[src/rtl/timer_oc_pkg.sv]
// Purpose: constants and carriers for the timer output compare unit
// Assumes: 8-bit cpu bus, one 10 MHz clock
// Notes: register offsets are local byte addresses on the peripheral bus
package timer_oc_pkg;

   // ----------------------------------------------------------------
   // register offsets
   // ----------------------------------------------------------------
   localparam logic [2:0] ADDR_CONTROL = 3'h0;
   localparam logic [2:0] ADDR_STATUS = 3'h1;
   localparam logic [2:0] ADDR_COUNT_UPPER = 3'h2;
   localparam logic [2:0] ADDR_COUNT_LOWER = 3'h3;
   localparam logic [2:0] ADDR_CMP_UPPER = 3'h4;
   localparam logic [2:0] ADDR_CMP_LOWER = 3'h5;
   localparam logic [2:0] ADDR_IRQ_REQUEST = 3'h6;
   localparam logic [2:0] ADDR_IRQ_ENABLE = 3'h7;

   // ----------------------------------------------------------------
   // reset values and field positions
   // ----------------------------------------------------------------
   localparam logic [7:0] CONTROL_RESET = 8'h00;
   localparam logic [7:0] STATUS_RESET = 8'h00;
   localparam logic [7:0] COUNT_RESET = 8'h00;
   localparam logic [7:0] CMP_RESET = 8'hFF;
   localparam logic [7:0] BYTE_ALL_ONES = 8'hFF;
   localparam logic [7:0] BYTE_ZERO = 8'h00;
   localparam int IRQ_BIT_HIGH = 1;
   localparam int IRQ_BIT_LOW = 0;
   localparam logic [2:0] CLK_SEL_SUB = 3'h7;
   localparam logic [2:0] CLK_SEL_DIV4 = 3'h6;
   localparam logic [2:0] CLK_SEL_DIV16 = 3'h5;
   localparam logic [2:0] CLK_SEL_DIV32 = 3'h4;
   localparam logic [1:0] HCLK_CASCADE = 2'h0;
   localparam logic [1:0] HCLK_DIV32 = 2'h1;
   localparam logic [1:0] HCLK_DIV16 = 2'h2;

   // ----------------------------------------------------------------
   // timing counts
   // ----------------------------------------------------------------
   localparam int SUB_DIVIDE = 4;
   localparam logic [4:0] PRESC_DIV32_END = 5'h1F;
   localparam logic [3:0] PRESC_DIV16_END = 4'hF;
   localparam logic [1:0] PRESC_DIV4_END = 2'h3;

   // ----------------------------------------------------------------
   // carriers
   // ----------------------------------------------------------------
   typedef struct packed {
      logic high_output_level;
      logic width_select_bit;
      logic [1:0] high_clock_select;
      logic low_output_level;
      logic low_clock_select_2;
      logic low_clock_select_1;
      logic low_clock_select_0;
   } timer_control_t;

   typedef struct packed {
      logic high_overflow_flag;
      logic high_match_flag;
      logic high_overflow_irq_enable;
      logic high_clear_on_match;
      logic low_overflow_flag;
      logic low_match_flag;
      logic low_overflow_irq_enable;
      logic low_clear_on_match;
   } timer_status_t;

endpackage : timer_oc_pkg

[src/rtl/timer_output_compare_unit.sv]
// Purpose: compare, flag, request and toggle logic of a 16/8-bit timer
// Assumes: bus strobes and pin inputs synchronous to clk
// Notes: the shared staging byte serves counter and compare in 16-bit mode
`timescale 1ns/1ps
`default_nettype none

module timer_output_compare_unit #(
   parameter int SUB_DIV = timer_oc_pkg::SUB_DIVIDE
) (
   // clock and reset
   input wire logic clk,
   input wire logic srst,
   // cpu byte bus
   input wire logic [2:0] bus_addr,
   input wire logic bus_wr,
   input wire logic bus_rd,
   input wire logic [7:0] bus_wdata,
   output logic [7:0] bus_rdata,
   // count sources
   input wire logic event_count_input,
   input wire logic subclock_tick,
   // pins and requests
   output logic high_toggle_pin,
   output logic low_toggle_pin,
   output logic irq_high,
   output logic irq_low
);

   // ----------------------------------------------------------------
   // state
   // ----------------------------------------------------------------
   timer_oc_pkg::timer_control_t timer_control_reg;
   timer_oc_pkg::timer_status_t timer_control_status_reg;
   logic [7:0] count_upper_byte;
   logic [7:0] count_lower_byte;
   logic [7:0] compare_value_upper_byte;
   logic [7:0] compare_value_lower_byte;
   logic [7:0] staging;
   logic [1:0] irq_request_reg;
   logic [1:0] irq_enable_reg;
   logic [4:0] presc;
   logic [1:0] sub_cnt;
   logic event_prev;
   logic eq_high_prev;
   logic eq_low_prev;

   // the sub-tick counter is two bits wide, so four is the deepest divide
   if (SUB_DIV < 1 || SUB_DIV > 4) begin : g_bad_sub_div
      $error("SUB_DIV must be 1..4");
   end

   // ----------------------------------------------------------------
   // bus decode
   // ----------------------------------------------------------------
   wire mode16 = ~timer_control_reg.width_select_bit;
   wire wr_ctrl = bus_wr && bus_addr == timer_oc_pkg::ADDR_CONTROL;
   wire wr_stat = bus_wr && bus_addr == timer_oc_pkg::ADDR_STATUS;
   wire wr_cnt_h = bus_wr && bus_addr == timer_oc_pkg::ADDR_COUNT_UPPER;
   wire wr_cnt_l = bus_wr && bus_addr == timer_oc_pkg::ADDR_COUNT_LOWER;
   wire wr_cmp_h = bus_wr && bus_addr == timer_oc_pkg::ADDR_CMP_UPPER;
   wire wr_cmp_l = bus_wr && bus_addr == timer_oc_pkg::ADDR_CMP_LOWER;
   wire wr_irq = bus_wr && bus_addr == timer_oc_pkg::ADDR_IRQ_REQUEST;
   wire wr_ien = bus_wr && bus_addr == timer_oc_pkg::ADDR_IRQ_ENABLE;
   wire rd_cnt_h = bus_rd && bus_addr == timer_oc_pkg::ADDR_COUNT_UPPER;

   // ----------------------------------------------------------------
   // count enables
   // ----------------------------------------------------------------
   wire [2:0] low_sel = {timer_control_reg.low_clock_select_2, timer_control_reg.low_clock_select_1,
                         timer_control_reg.low_clock_select_0};
   wire tick_div32 = presc == timer_oc_pkg::PRESC_DIV32_END;
   wire tick_div16 = presc[3:0] == timer_oc_pkg::PRESC_DIV16_END;
   wire tick_div4 = presc[1:0] == timer_oc_pkg::PRESC_DIV4_END;
   wire sub_wrap = sub_cnt == 2'(SUB_DIV - 1);
   wire tick_sub = subclock_tick && sub_wrap;
   wire tick_event = event_count_input && !event_prev;
   wire tick_l = (low_sel == timer_oc_pkg::CLK_SEL_SUB) ? tick_sub :
                 (low_sel == timer_oc_pkg::CLK_SEL_DIV4) ? tick_div4 :
                 (low_sel == timer_oc_pkg::CLK_SEL_DIV16) ? tick_div16 :
                 (low_sel == timer_oc_pkg::CLK_SEL_DIV32) ? tick_div32 : tick_event;
   wire low_at_top = count_lower_byte == timer_oc_pkg::BYTE_ALL_ONES;
   wire high_at_top = count_upper_byte == timer_oc_pkg::BYTE_ALL_ONES;
   wire carry_l = tick_l && low_at_top;
   wire tick_h8 = (timer_control_reg.high_clock_select == timer_oc_pkg::HCLK_CASCADE) ? carry_l :
                  (timer_control_reg.high_clock_select == timer_oc_pkg::HCLK_DIV32) ? tick_div32 :
                  (timer_control_reg.high_clock_select == timer_oc_pkg::HCLK_DIV16) ? tick_div16 : tick_div4;
   wire tick_h = mode16 ? carry_l : tick_h8;

   // a write to the counter byte in the same cycle swallows the overflow
   wire ovf_l = !mode16 && carry_l && !wr_cnt_l;
   wire ovf_h = mode16 ? (carry_l && high_at_top && !wr_cnt_l) : (tick_h8 && high_at_top && !wr_cnt_h);

   // ----------------------------------------------------------------
   // compare
   // ----------------------------------------------------------------
   wire eq_high = mode16 ? {count_upper_byte, count_lower_byte} ==
                           {compare_value_upper_byte, compare_value_lower_byte} :
                           count_upper_byte == compare_value_upper_byte;
   wire eq_low = !mode16 && count_lower_byte == compare_value_lower_byte;
   // only the first cycle of equality counts; a compare write kills it
   wire match_h = eq_high && !eq_high_prev && !(mode16 ? wr_cmp_l : wr_cmp_h);
   wire match_l = eq_low && !eq_low_prev && !wr_cmp_l;

   // ----------------------------------------------------------------
   // counter next values
   // ----------------------------------------------------------------
   wire clr_h = match_h && timer_control_status_reg.high_clear_on_match;
   wire clr_l = mode16 ? clr_h : match_l && timer_control_status_reg.low_clear_on_match;
   logic [7:0] next_count_upper;
   logic [7:0] next_count_lower;
   logic [7:0] next_cmp_upper;
   logic [7:0] next_cmp_lower;
   logic [7:0] next_staging;

   always_comb begin
      next_count_upper = count_upper_byte;
      next_count_lower = count_lower_byte;
      if (clr_h) begin
         next_count_upper = timer_oc_pkg::BYTE_ZERO;
      end else if (tick_h) begin
         next_count_upper = count_upper_byte + 8'h01;
      end
      if (clr_l) begin
         next_count_lower = timer_oc_pkg::BYTE_ZERO;
      end else if (tick_l) begin
         next_count_lower = count_lower_byte + 8'h01;
      end
      if (mode16 && wr_cnt_l) begin
         next_count_upper = staging;
         next_count_lower = bus_wdata;
      end else if (!mode16) begin
         if (wr_cnt_h) begin
            next_count_upper = bus_wdata;
         end
         if (wr_cnt_l) begin
            next_count_lower = bus_wdata;
         end
      end
   end

   always_comb begin
      next_cmp_upper = compare_value_upper_byte;
      next_cmp_lower = compare_value_lower_byte;
      next_staging = staging;
      if (mode16) begin
         if (wr_cnt_h || wr_cmp_h) begin
            next_staging = bus_wdata;
         end else if (rd_cnt_h) begin
            next_staging = count_lower_byte;
         end
         if (wr_cmp_l) begin
            next_cmp_upper = staging;
            next_cmp_lower = bus_wdata;
         end
      end else begin
         if (wr_cmp_h) begin
            next_cmp_upper = bus_wdata;
         end
         if (wr_cmp_l) begin
            next_cmp_lower = bus_wdata;
         end
      end
   end

   // ----------------------------------------------------------------
   // flags: hardware set beats software clear
   // ----------------------------------------------------------------
   timer_oc_pkg::timer_status_t next_status;
   logic [1:0] next_irq_request;
   wire set_req_h = match_h || (ovf_h && timer_control_status_reg.high_overflow_irq_enable);
   wire set_req_l = match_l || (ovf_l && timer_control_status_reg.low_overflow_irq_enable);

   always_comb begin
      next_status = timer_control_status_reg;
      if (wr_stat) begin
         // flags clear on a written 0, controls take the written value
         next_status = timer_oc_pkg::timer_status_t'(bus_wdata & {1'b1, 1'b1, 2'b11, 1'b1, 1'b1, 2'b11});
         next_status.high_overflow_flag = timer_control_status_reg.high_overflow_flag & bus_wdata[7];
         next_status.high_match_flag = timer_control_status_reg.high_match_flag & bus_wdata[6];
         next_status.low_overflow_flag = timer_control_status_reg.low_overflow_flag & bus_wdata[3];
         next_status.low_match_flag = timer_control_status_reg.low_match_flag & bus_wdata[2];
      end
      if (ovf_h) begin
         next_status.high_overflow_flag = 1'b1;
      end
      if (match_h) begin
         next_status.high_match_flag = 1'b1;
      end
      if (ovf_l) begin
         next_status.low_overflow_flag = 1'b1;
      end
      if (match_l) begin
         next_status.low_match_flag = 1'b1;
      end
      next_irq_request = irq_request_reg;
      if (wr_irq) begin
         next_irq_request = irq_request_reg & ~bus_wdata[1:0];
      end
      if (set_req_h) begin
         next_irq_request[timer_oc_pkg::IRQ_BIT_HIGH] = 1'b1;
      end
      if (set_req_l) begin
         next_irq_request[timer_oc_pkg::IRQ_BIT_LOW] = 1'b1;
      end
   end

   // ----------------------------------------------------------------
   // read mux
   // ----------------------------------------------------------------
   wire [7:0] read_mux =
      (bus_addr == timer_oc_pkg::ADDR_STATUS) ? timer_control_status_reg :
      (bus_addr == timer_oc_pkg::ADDR_COUNT_UPPER) ? count_upper_byte :
      (bus_addr == timer_oc_pkg::ADDR_COUNT_LOWER) ? (mode16 ? staging : count_lower_byte) :
      (bus_addr == timer_oc_pkg::ADDR_CMP_UPPER) ? compare_value_upper_byte :
      (bus_addr == timer_oc_pkg::ADDR_CMP_LOWER) ? compare_value_lower_byte :
      (bus_addr == timer_oc_pkg::ADDR_IRQ_REQUEST) ? {6'h00, irq_request_reg} :
      (bus_addr == timer_oc_pkg::ADDR_IRQ_ENABLE) ? {6'h00, irq_enable_reg} : 8'h00;

   assign irq_high = irq_request_reg[timer_oc_pkg::IRQ_BIT_HIGH] && irq_enable_reg[timer_oc_pkg::IRQ_BIT_HIGH];
   assign irq_low = irq_request_reg[timer_oc_pkg::IRQ_BIT_LOW] && irq_enable_reg[timer_oc_pkg::IRQ_BIT_LOW];

   // ----------------------------------------------------------------
   // registers
   // ----------------------------------------------------------------
   always_ff @(posedge clk) begin
      if (srst) begin
         timer_control_reg <= timer_oc_pkg::timer_control_t'(timer_oc_pkg::CONTROL_RESET);
         timer_control_status_reg <= timer_oc_pkg::timer_status_t'(timer_oc_pkg::STATUS_RESET);
         count_upper_byte <= timer_oc_pkg::COUNT_RESET;
         count_lower_byte <= timer_oc_pkg::COUNT_RESET;
         compare_value_upper_byte <= timer_oc_pkg::CMP_RESET;
         compare_value_lower_byte <= timer_oc_pkg::CMP_RESET;
         staging <= timer_oc_pkg::BYTE_ZERO;
         irq_request_reg <= 2'h0;
         irq_enable_reg <= 2'h0;
         bus_rdata <= 8'h00;
      end else begin
         if (wr_ctrl) begin
            timer_control_reg <= timer_oc_pkg::timer_control_t'(bus_wdata);
         end
         timer_control_status_reg <= next_status;
         count_upper_byte <= next_count_upper;
         count_lower_byte <= next_count_lower;
         compare_value_upper_byte <= next_cmp_upper;
         compare_value_lower_byte <= next_cmp_lower;
         staging <= next_staging;
         irq_request_reg <= next_irq_request;
         if (wr_ien) begin
            irq_enable_reg <= bus_wdata[1:0];
         end
         if (bus_rd) begin
            bus_rdata <= read_mux;
         end
      end
   end

   always_ff @(posedge clk) begin
      if (srst) begin
         presc <= 5'h00;
         sub_cnt <= 2'h0;
         event_prev <= 1'b0;
         eq_high_prev <= 1'b0;
         eq_low_prev <= 1'b0;
      end else begin
         presc <= presc + 5'h01;
         if (subclock_tick) begin
            sub_cnt <= sub_wrap ? 2'h0 : sub_cnt + 2'h1;
         end
         event_prev <= event_count_input;
         eq_high_prev <= eq_high;
         eq_low_prev <= eq_low;
      end
   end

   // ----------------------------------------------------------------
   // toggle pins: a control write presets the level and beats a match
   // ----------------------------------------------------------------
   always_ff @(posedge clk) begin
      if (srst) begin
         high_toggle_pin <= 1'b0;
         low_toggle_pin <= 1'b0;
      end else if (wr_ctrl) begin
         high_toggle_pin <= bus_wdata[7];
         low_toggle_pin <= bus_wdata[3];
      end else begin
         if (match_h) begin
            high_toggle_pin <= !high_toggle_pin;
         end
         if (match_l) begin
            low_toggle_pin <= !low_toggle_pin;
         end
      end
   end

endmodule : timer_output_compare_unit
`default_nettype wire

[config.mk]
export PLATFORM = sky130hd
export DESIGN_NAME = timer_output_compare_unit
export DESIGN_NICKNAME = d
export VERILOG_FILES = /design/src/rtl/timer_oc_pkg.sv /design/src/rtl/timer_output_compare_unit.sv
export SDC_FILE = /design/constraint.sdc
export NUM_CORES = 1
export LEC_CHECK = 0
export ABC_AREA = 1
export BUFFER_PORTS_ARGS = -buffer_cell sky130_fd_sc_hd__buf_2
export CAP_MARGIN = 10
export CORE_ASPECT_RATIO = 0.7
export CORE_MARGIN = 1
export CORE_UTILIZATION = 60
export CTS_CLUSTER_DIAMETER = 150
export DETAILED_ROUTE_END_ITERATION = 12
export PLACE_DENSITY = 0.79
export RECOVER_POWER = 25
export SYNTH_ARGS = -nofsm -noshare
export SYNTH_HDL_FRONTEND = slang
export SYNTH_SLANG_ARGS = --single-unit
[constraint.sdc]
create_clock -name clk -period 4.85 [get_ports clk]
set_clock_uncertainty 0.2 [all_clocks]
set_input_delay 0.2425 -clock clk [delete_from_list [all_inputs] [get_ports clk]]
set_output_delay 0.2425 -clock clk [all_outputs]
set_load 0.01 [all_outputs]
After elaboration in Yosys (flattened, before gate mapping)
Index checks and enable logic that the tools add are counted.
{ "classes": {"mux": 48, "add_sub_neg": 4, "reduce_logical": 56, "eq_ne": 23, "n_bitwise": 7} }
{ "op_table": {"columns": ["cell", "n"], "rows": [
  ["$mux W8", 22],
  ["$logic_and A1 B1 Y1", 30],
  ["$eq A3 B3 Y1 const B", 8],
  ["$mux W1", 22],
  ["$reduce_bool A2 Y1", 10],
  ["$add A8 B1 Y8 const B", 2],
  ["$eq A16 B16 Y1", 1],
  ["$eq A8 B8 Y1", 2],
  ["$eq A8 B8 Y1 const B", 2],
  ["$logic_not A1 Y1", 9],
  ["$mux W2", 4],
  ["$eq A2 B2 Y1 const B", 3],
  ["$eq A3 B2 Y1 const B", 2],
  ["$add A5 B1 Y5 const B", 1],
  ["$eq A5 B5 Y1 const B", 1],
  ["$and A1 B1 Y1", 4],
  ["$eq A4 B4 Y1 const B", 1],
  ["$reduce_and A2 Y1", 2],
  ["$eq A3 B1 Y1 const B", 1],
  ["$logic_not A3 Y1", 1],
  ["$logic_or A1 B1 Y1", 3],
  ["$add A2 B1 Y2 const B", 1],
  ["$and A2 B2 Y2", 1],
  ["$eq A2 B1 Y1 const B", 1],
  ["4 further kinds", 4]
]} }
{ "totals": {"wordCells": 167, "register_bits": 78, "inputBits": 17, "out_inout_bits": 12} }

Logic depth before layout (Yosys ltp)
{ "logic_depth": {"ltp_word": 14, "depth_mapped": 16, "ltp_nobuf": 16} }

Least setup slack after synthesis
No wires, ideal clock.
{ "synth_timing": {"kind": "register to register", "startpoint": "register presc[0]", "endpoint": "register count_upper_byte[2]", "synth_period_minus_slack_ns": 2.122, "setup_ns": 0.122, "arrival_time_ns": 1.800, "path_slack_ns": 2.728, "required_ns": 4.528, "n_path_buf": 1, "path_stages_with_launch": 17, "path_cell_list": "dfxtp_1 -> ha_1 -> inv_1 -> nor2_1 -> ha_1 -> nor2_1 -> nor2_1 -> nand2_1 -> nand2_2 -> nand3_4 -> nand2_1 -> nand2_1 -> nand2_2 -> buf_6 -> nand3_1 -> nand3_2 -> a21oi_2"} }
{ "synth_via": {"elab_chain_len": 13, "elab_cells_between_ends": 17} }
{ "synth_lines": {"columns": ["item", "line", "rtl"], "rows": [
  ["start, declared", "timer_output_compare_unit.sv:41", "logic [4:0] presc;"],
  ["start signal, assigned", "timer_output_compare_unit.sv:265", "presc <= presc + 5'h01;"],
  ["$eq A5 B5 Y1", "timer_output_compare_unit.sv:71", "wire tick_div32 = presc == timer_oc_pkg::PRESC_DIV32_END;"],
  ["$mux W1", "timer_output_compare_unit.sv:80", "(low_sel == timer_oc_pkg::CLK_SEL_DIV32) ? tick_div32 : tick_event;"],
  ["$mux W1", "timer_output_compare_unit.sv:79", "(low_sel == timer_oc_pkg::CLK_SEL_DIV16) ? tick_div16 :"],
  ["$mux W1", "timer_output_compare_unit.sv:78", "(low_sel == timer_oc_pkg::CLK_SEL_DIV4) ? tick_div4 :"],
  ["$mux W1", "timer_output_compare_unit.sv:77", "wire tick_l = (low_sel == timer_oc_pkg::CLK_SEL_SUB) ? tick_sub :"],
  ["$logic_and A1 B1 Y1", "timer_output_compare_unit.sv:83", "wire carry_l = tick_l && low_at_top;"],
  ["$mux W1", "timer_output_compare_unit.sv:84", "wire tick_h8 = (timer_control_reg.high_clock_select == timer_oc_pkg::HCLK_CASCADE) ? carry_l :"],
  ["$mux W1 *", "timer_output_compare_unit.sv:87", "wire tick_h = mode16 ? carry_l : tick_h8;"],
  ["$mux W8 *", "timer_output_compare_unit.sv:120", "end else if (tick_h) begin"],
  ["$mux W8 *", "timer_output_compare_unit.sv:118", "if (clr_h) begin"],
  ["$mux W8", "timer_output_compare_unit.sv:132", "if (wr_cnt_h) begin"],
  ["$mux W8 *", "timer_output_compare_unit.sv:131", "end else if (!mode16) begin"],
  ["$mux W8 *", "timer_output_compare_unit.sv:128", "if (mode16 && wr_cnt_l) begin"],
  ["end signal, assigned", "timer_output_compare_unit.sv:229", "count_upper_byte <= timer_oc_pkg::COUNT_RESET;"],
  ["end signal, assigned", "timer_output_compare_unit.sv:242", "count_upper_byte <= next_count_upper;"],
  ["end, declared", "timer_output_compare_unit.sv:34", "logic [7:0] count_upper_byte;"]
]} }
Mark *: on every way between the ends. The rest lies on a longest branch, timed or not.
A chain may end at the register's enable or synchronous reset.

Worst setup path in the final report
{ "layout_timing": {"startpoint": "register presc[0]", "endpoint": "register count_upper_byte[0]"} }
The elaborated chain is that of the path after synthesis.

==> impl_results.md <==
* Outcome: finished, violations left
* Violated checks: max-capacitance violations, max-slew violations
* Area Growth Syn to Fin at 7.78%
* RR Startpoint: presc[0]
* Mapped Nets at 654
* Placed cell areas at 0.00460 mm2
* Postcts setup bufs at 0
* Dpl hpwl at 9.44 mm
* Vias in the first global route at 4063
* GRT Overall Usage at 0.353
* Compound-Gate Fraction of Synth Area at 0.221
* CTS clk-pin slew, worst paths at 0.08 ns
* Die ar. at 0.00775 mm2
* Max Clk Rate at 0.380 GHz
* Die Width at 105 um
* Count of different cell masters after synthesis at 44
* P per Cell Area at 281 mW/mm2
* Crit Path Max Fanout at 16
* Simple-gate share of the synthesized area at 0.266
* #FFs+latches synth at 78
* Adder-Cell Fraction of Synth Area at 0.0141
* Worst-Margin Slew at 1.56 ns
* Netlist Area Pre-Place at 0.00444 mm2
* XOR/XNOR Fraction of Synth Area at 0.0395
* Initial antenna violation count at 0
* Commonest non-fill, non-tap cells in the layout: 124 x nand2_1, 84 x inv_1, 78 x dfxtp_1, 72 x o21ai_0, 36 x a21oi_1
* Critical path buffers and inverters at 1
* Crit-path most repeated cell: nand2_1
* Largest area contributor in the netlist: dfxtp_1
* Max-cap violations at 1
* Fin crit share at 0.543
* Post-synthesis mux area share at 0
* Worst Hold Class: in -> reg
* Largest family of logic cells by synthesized area: simple AND/OR/NAND/NOR gates
* Critical Path RT at 4.96 ns
* Final count of negative-setup-slack endpoints at 0
* DR pass1 iterations at 6
* First-pass GRT wire length at 20.7 mm
* Htree depth at 3
* Share of cells above drive strength 1 at 0.131
* Yosys warns at 0
* Clock Tree Buf Depth at 2
* Antenna cells at 0
* CP top delay family: simple AND/OR/NAND/NOR gates
* Finished Cell Area at 0.00478 mm2
* WL per Instance at 17.4 um
* DR iter-0 viols at 381
* Worst path slowest cell: dfxtp_1
* Net count, final at 674
* Arr. time, crit path at 2.74 ns
* Fin. max-slew vios at 33
* FFs w/ async S/R, synth at 0
* TritonCTS clock tree: yes
* Ranking of synthesized cells by area: dfxtp_1 35%, nand2_1 10%, o21ai_0 8.1%
* Antenna-violating nets left at 0
* Syn Area/Cell at 7.02 um2
* Chip height at 73.9 um
* IO Count at 29
* Crit start category: flip-flop
* Overflow after GRT at 0
* Register-to-register setup slack at 2.22 ns
* Commonest non-fill, non-tap cell in the layout: nand2_1
* Worst setup startpoint: presc[0]
* Number of buffers created by CTS at 9
* Clock latency at the later pin of the worst-skew pair at 0.37 ns
* WL final at 13.0 mm
* DR vias at 4496
* Setup_tns at 0 ns
* CTS root buf: clkbuf_8
* CP Cell Sequence: ha_1, inv_1, nor2_1, ha_1, nor2_1, nor2_1, nand2_1, nand2_2, nand3_4, nand2_1, nand2_1, nand2_2, nand2_1, nand2_1, nand3_2, a21oi_2
* Initial Util at 0.639
* Post-synth EDFFs at 0
* Vias per cell at 5.99
* Syn Inst Count at 632
* P_leak at 2.00 nW
* Core area at 0.00694 mm2
* Synth Flop Type: dfxtp_1
* CP Class: reg -> reg
* R2R cell count at 16
* Critical R2R Capture: count_upper_byte[0]
* Period minus WS final at 2.63 ns
* Largest net degree at the start of global routing at 47
* Max-slew headroom at -0.0387
* Buffers on Ports at 28
* Stages on worst setup path at 16
* VDD IR max at 0.261 mV
* Max incr delay on CP at 0.36 ns
* Crit. End Element: flip-flop
* Clock sink total at 78
* Remaining DRCs at 0
* End of the critical path: count_upper_byte[0]
* Routability cong. at 0.969
* RSZ-0062 raised after global routing: no
* # rows at 25
* Final hold viol count at 0
* Sequential area share after synthesis at 0.352
* Share of the synthesized area in the top cell type at 0.352
## worst reg2reg max path, stage by stage (launching register included)
cell and delay [ns]:
dfxtp_1 0.36, ha_1 0.26, inv_1 0.09, nor2_1 0.12
ha_1 0.18, nor2_1 0.06, nor2_1 0.09, nand2_1 0.07
nand2_2 0.14, nand3_4 0.15, nand2_1 0.10, nand2_1 0.06
nand2_2 0.23, nand2_1 0.18, nand2_1 0.10, nand3_2 0.07
a21oi_2 0.12
## worst min path at each step
stage                        startpoint             endpoint  slack, ns  cells past startpoint
after CTS                  bus_wdata[6]  count_lower_byte[6]      0.006                      3
after detailed placement       presc[0]             presc[0]       0.25                      1
final                      bus_wdata[6]  count_lower_byte[6]       0.02                      3
after floorplan           subclock_tick           sub_cnt[0]       0.14                      1
after global placement         presc[0]             presc[0]       0.23                      1
after global routing       bus_wdata[2]           staging[2]       0.02                      3
## power by group
group / internal [mW] / leakage [nW] / switching, mW / total, mW
sequential: 0.670 / 0.637 / 0.0283 / 0.698
clock: 0.210 / 0.0845 / 0.247 / 0.457
combinational: 0.0619 / 1.27 / 0.127 / 0.189
## cell families after synthesis
group | Yosys count
XOR/XNOR | 20
adder cells (fa/ha/maj) | 5
buffers and inverters | 120
AND/OR/NAND/NOR | 243
flip-flops | 78
AO/OA/AOI/OAI | 166
## metrics by stage
step / setup slack (ns) / power, mW / hold slack, ns / instances / utilization
floorplan: 2.73 / 0.834 / 0.143 / 632 / -
global placement: 2.46 / 0.889 / 0.228 / 733 / 0.662
detailed placement: 2.33 / 0.895 / 0.245 / 733 / 0.662
CTS: 2.30 / 1.34 / 0.00612 / 750 / 0.690
global route: 1.96 / 1.39 / 0.0212 / 750 / 0.689
finish: 2.22 / 1.34 / 0.0225 / 750 / 0.689
## timing repair
item | CTS | global route
gates resized for setup | 0 | 0
hold buffers | 2 | 0
hold endpoints to repair | 3 | 0
endpoints found under the setup margin | 0 | 0
## per-layer routing
| metal | vias to the layer above | part of all wire | GRT usage |
|---|---|---|---|
| li1 | 2136 | - | - |
| met1 | 2063 | 0.45 | 0.484 |
| met2 | 253 | 0.42 | 0.549 |
| met3 | 44 | 0.10 | 0.0929 |
| met4 | 0 | 0.026 | 0.119 |
| met5 | - | 0 | 0 |
## layout make-up
cell class | count | area, um2
clock buffers | 12 | 155
multi-input cells | 434 | 2400
repair buffers | 31 | 156
inverters | 98 | 375
flip-flops and latches | 78 | 1560
clock inverters | 3 | 20.0
well taps | 94 | 118
fillers | 656 | 2160
## synth_stat cells, types with 3 or more instances
cell and instances:
nand2_1 124, inv_1 84, dfxtp_1 78, o21ai_0 72, a21oi_1 36, nand3_1 35
nor2_1 34, clkbuf_1 16, o221ai_1 13, xnor2_1 12, a31oi_1 10, inv_2 10
nand4_1 10, nand3_2 9, o211ai_1 9, o21ai_1 9, a21oi_2 8, nor3_1 8
xor2_1 8, nand2_2 6, ha_1 5, nand2_4 5, nor2_2 3
Note: power is estimated with default switching activity, not from simulation.
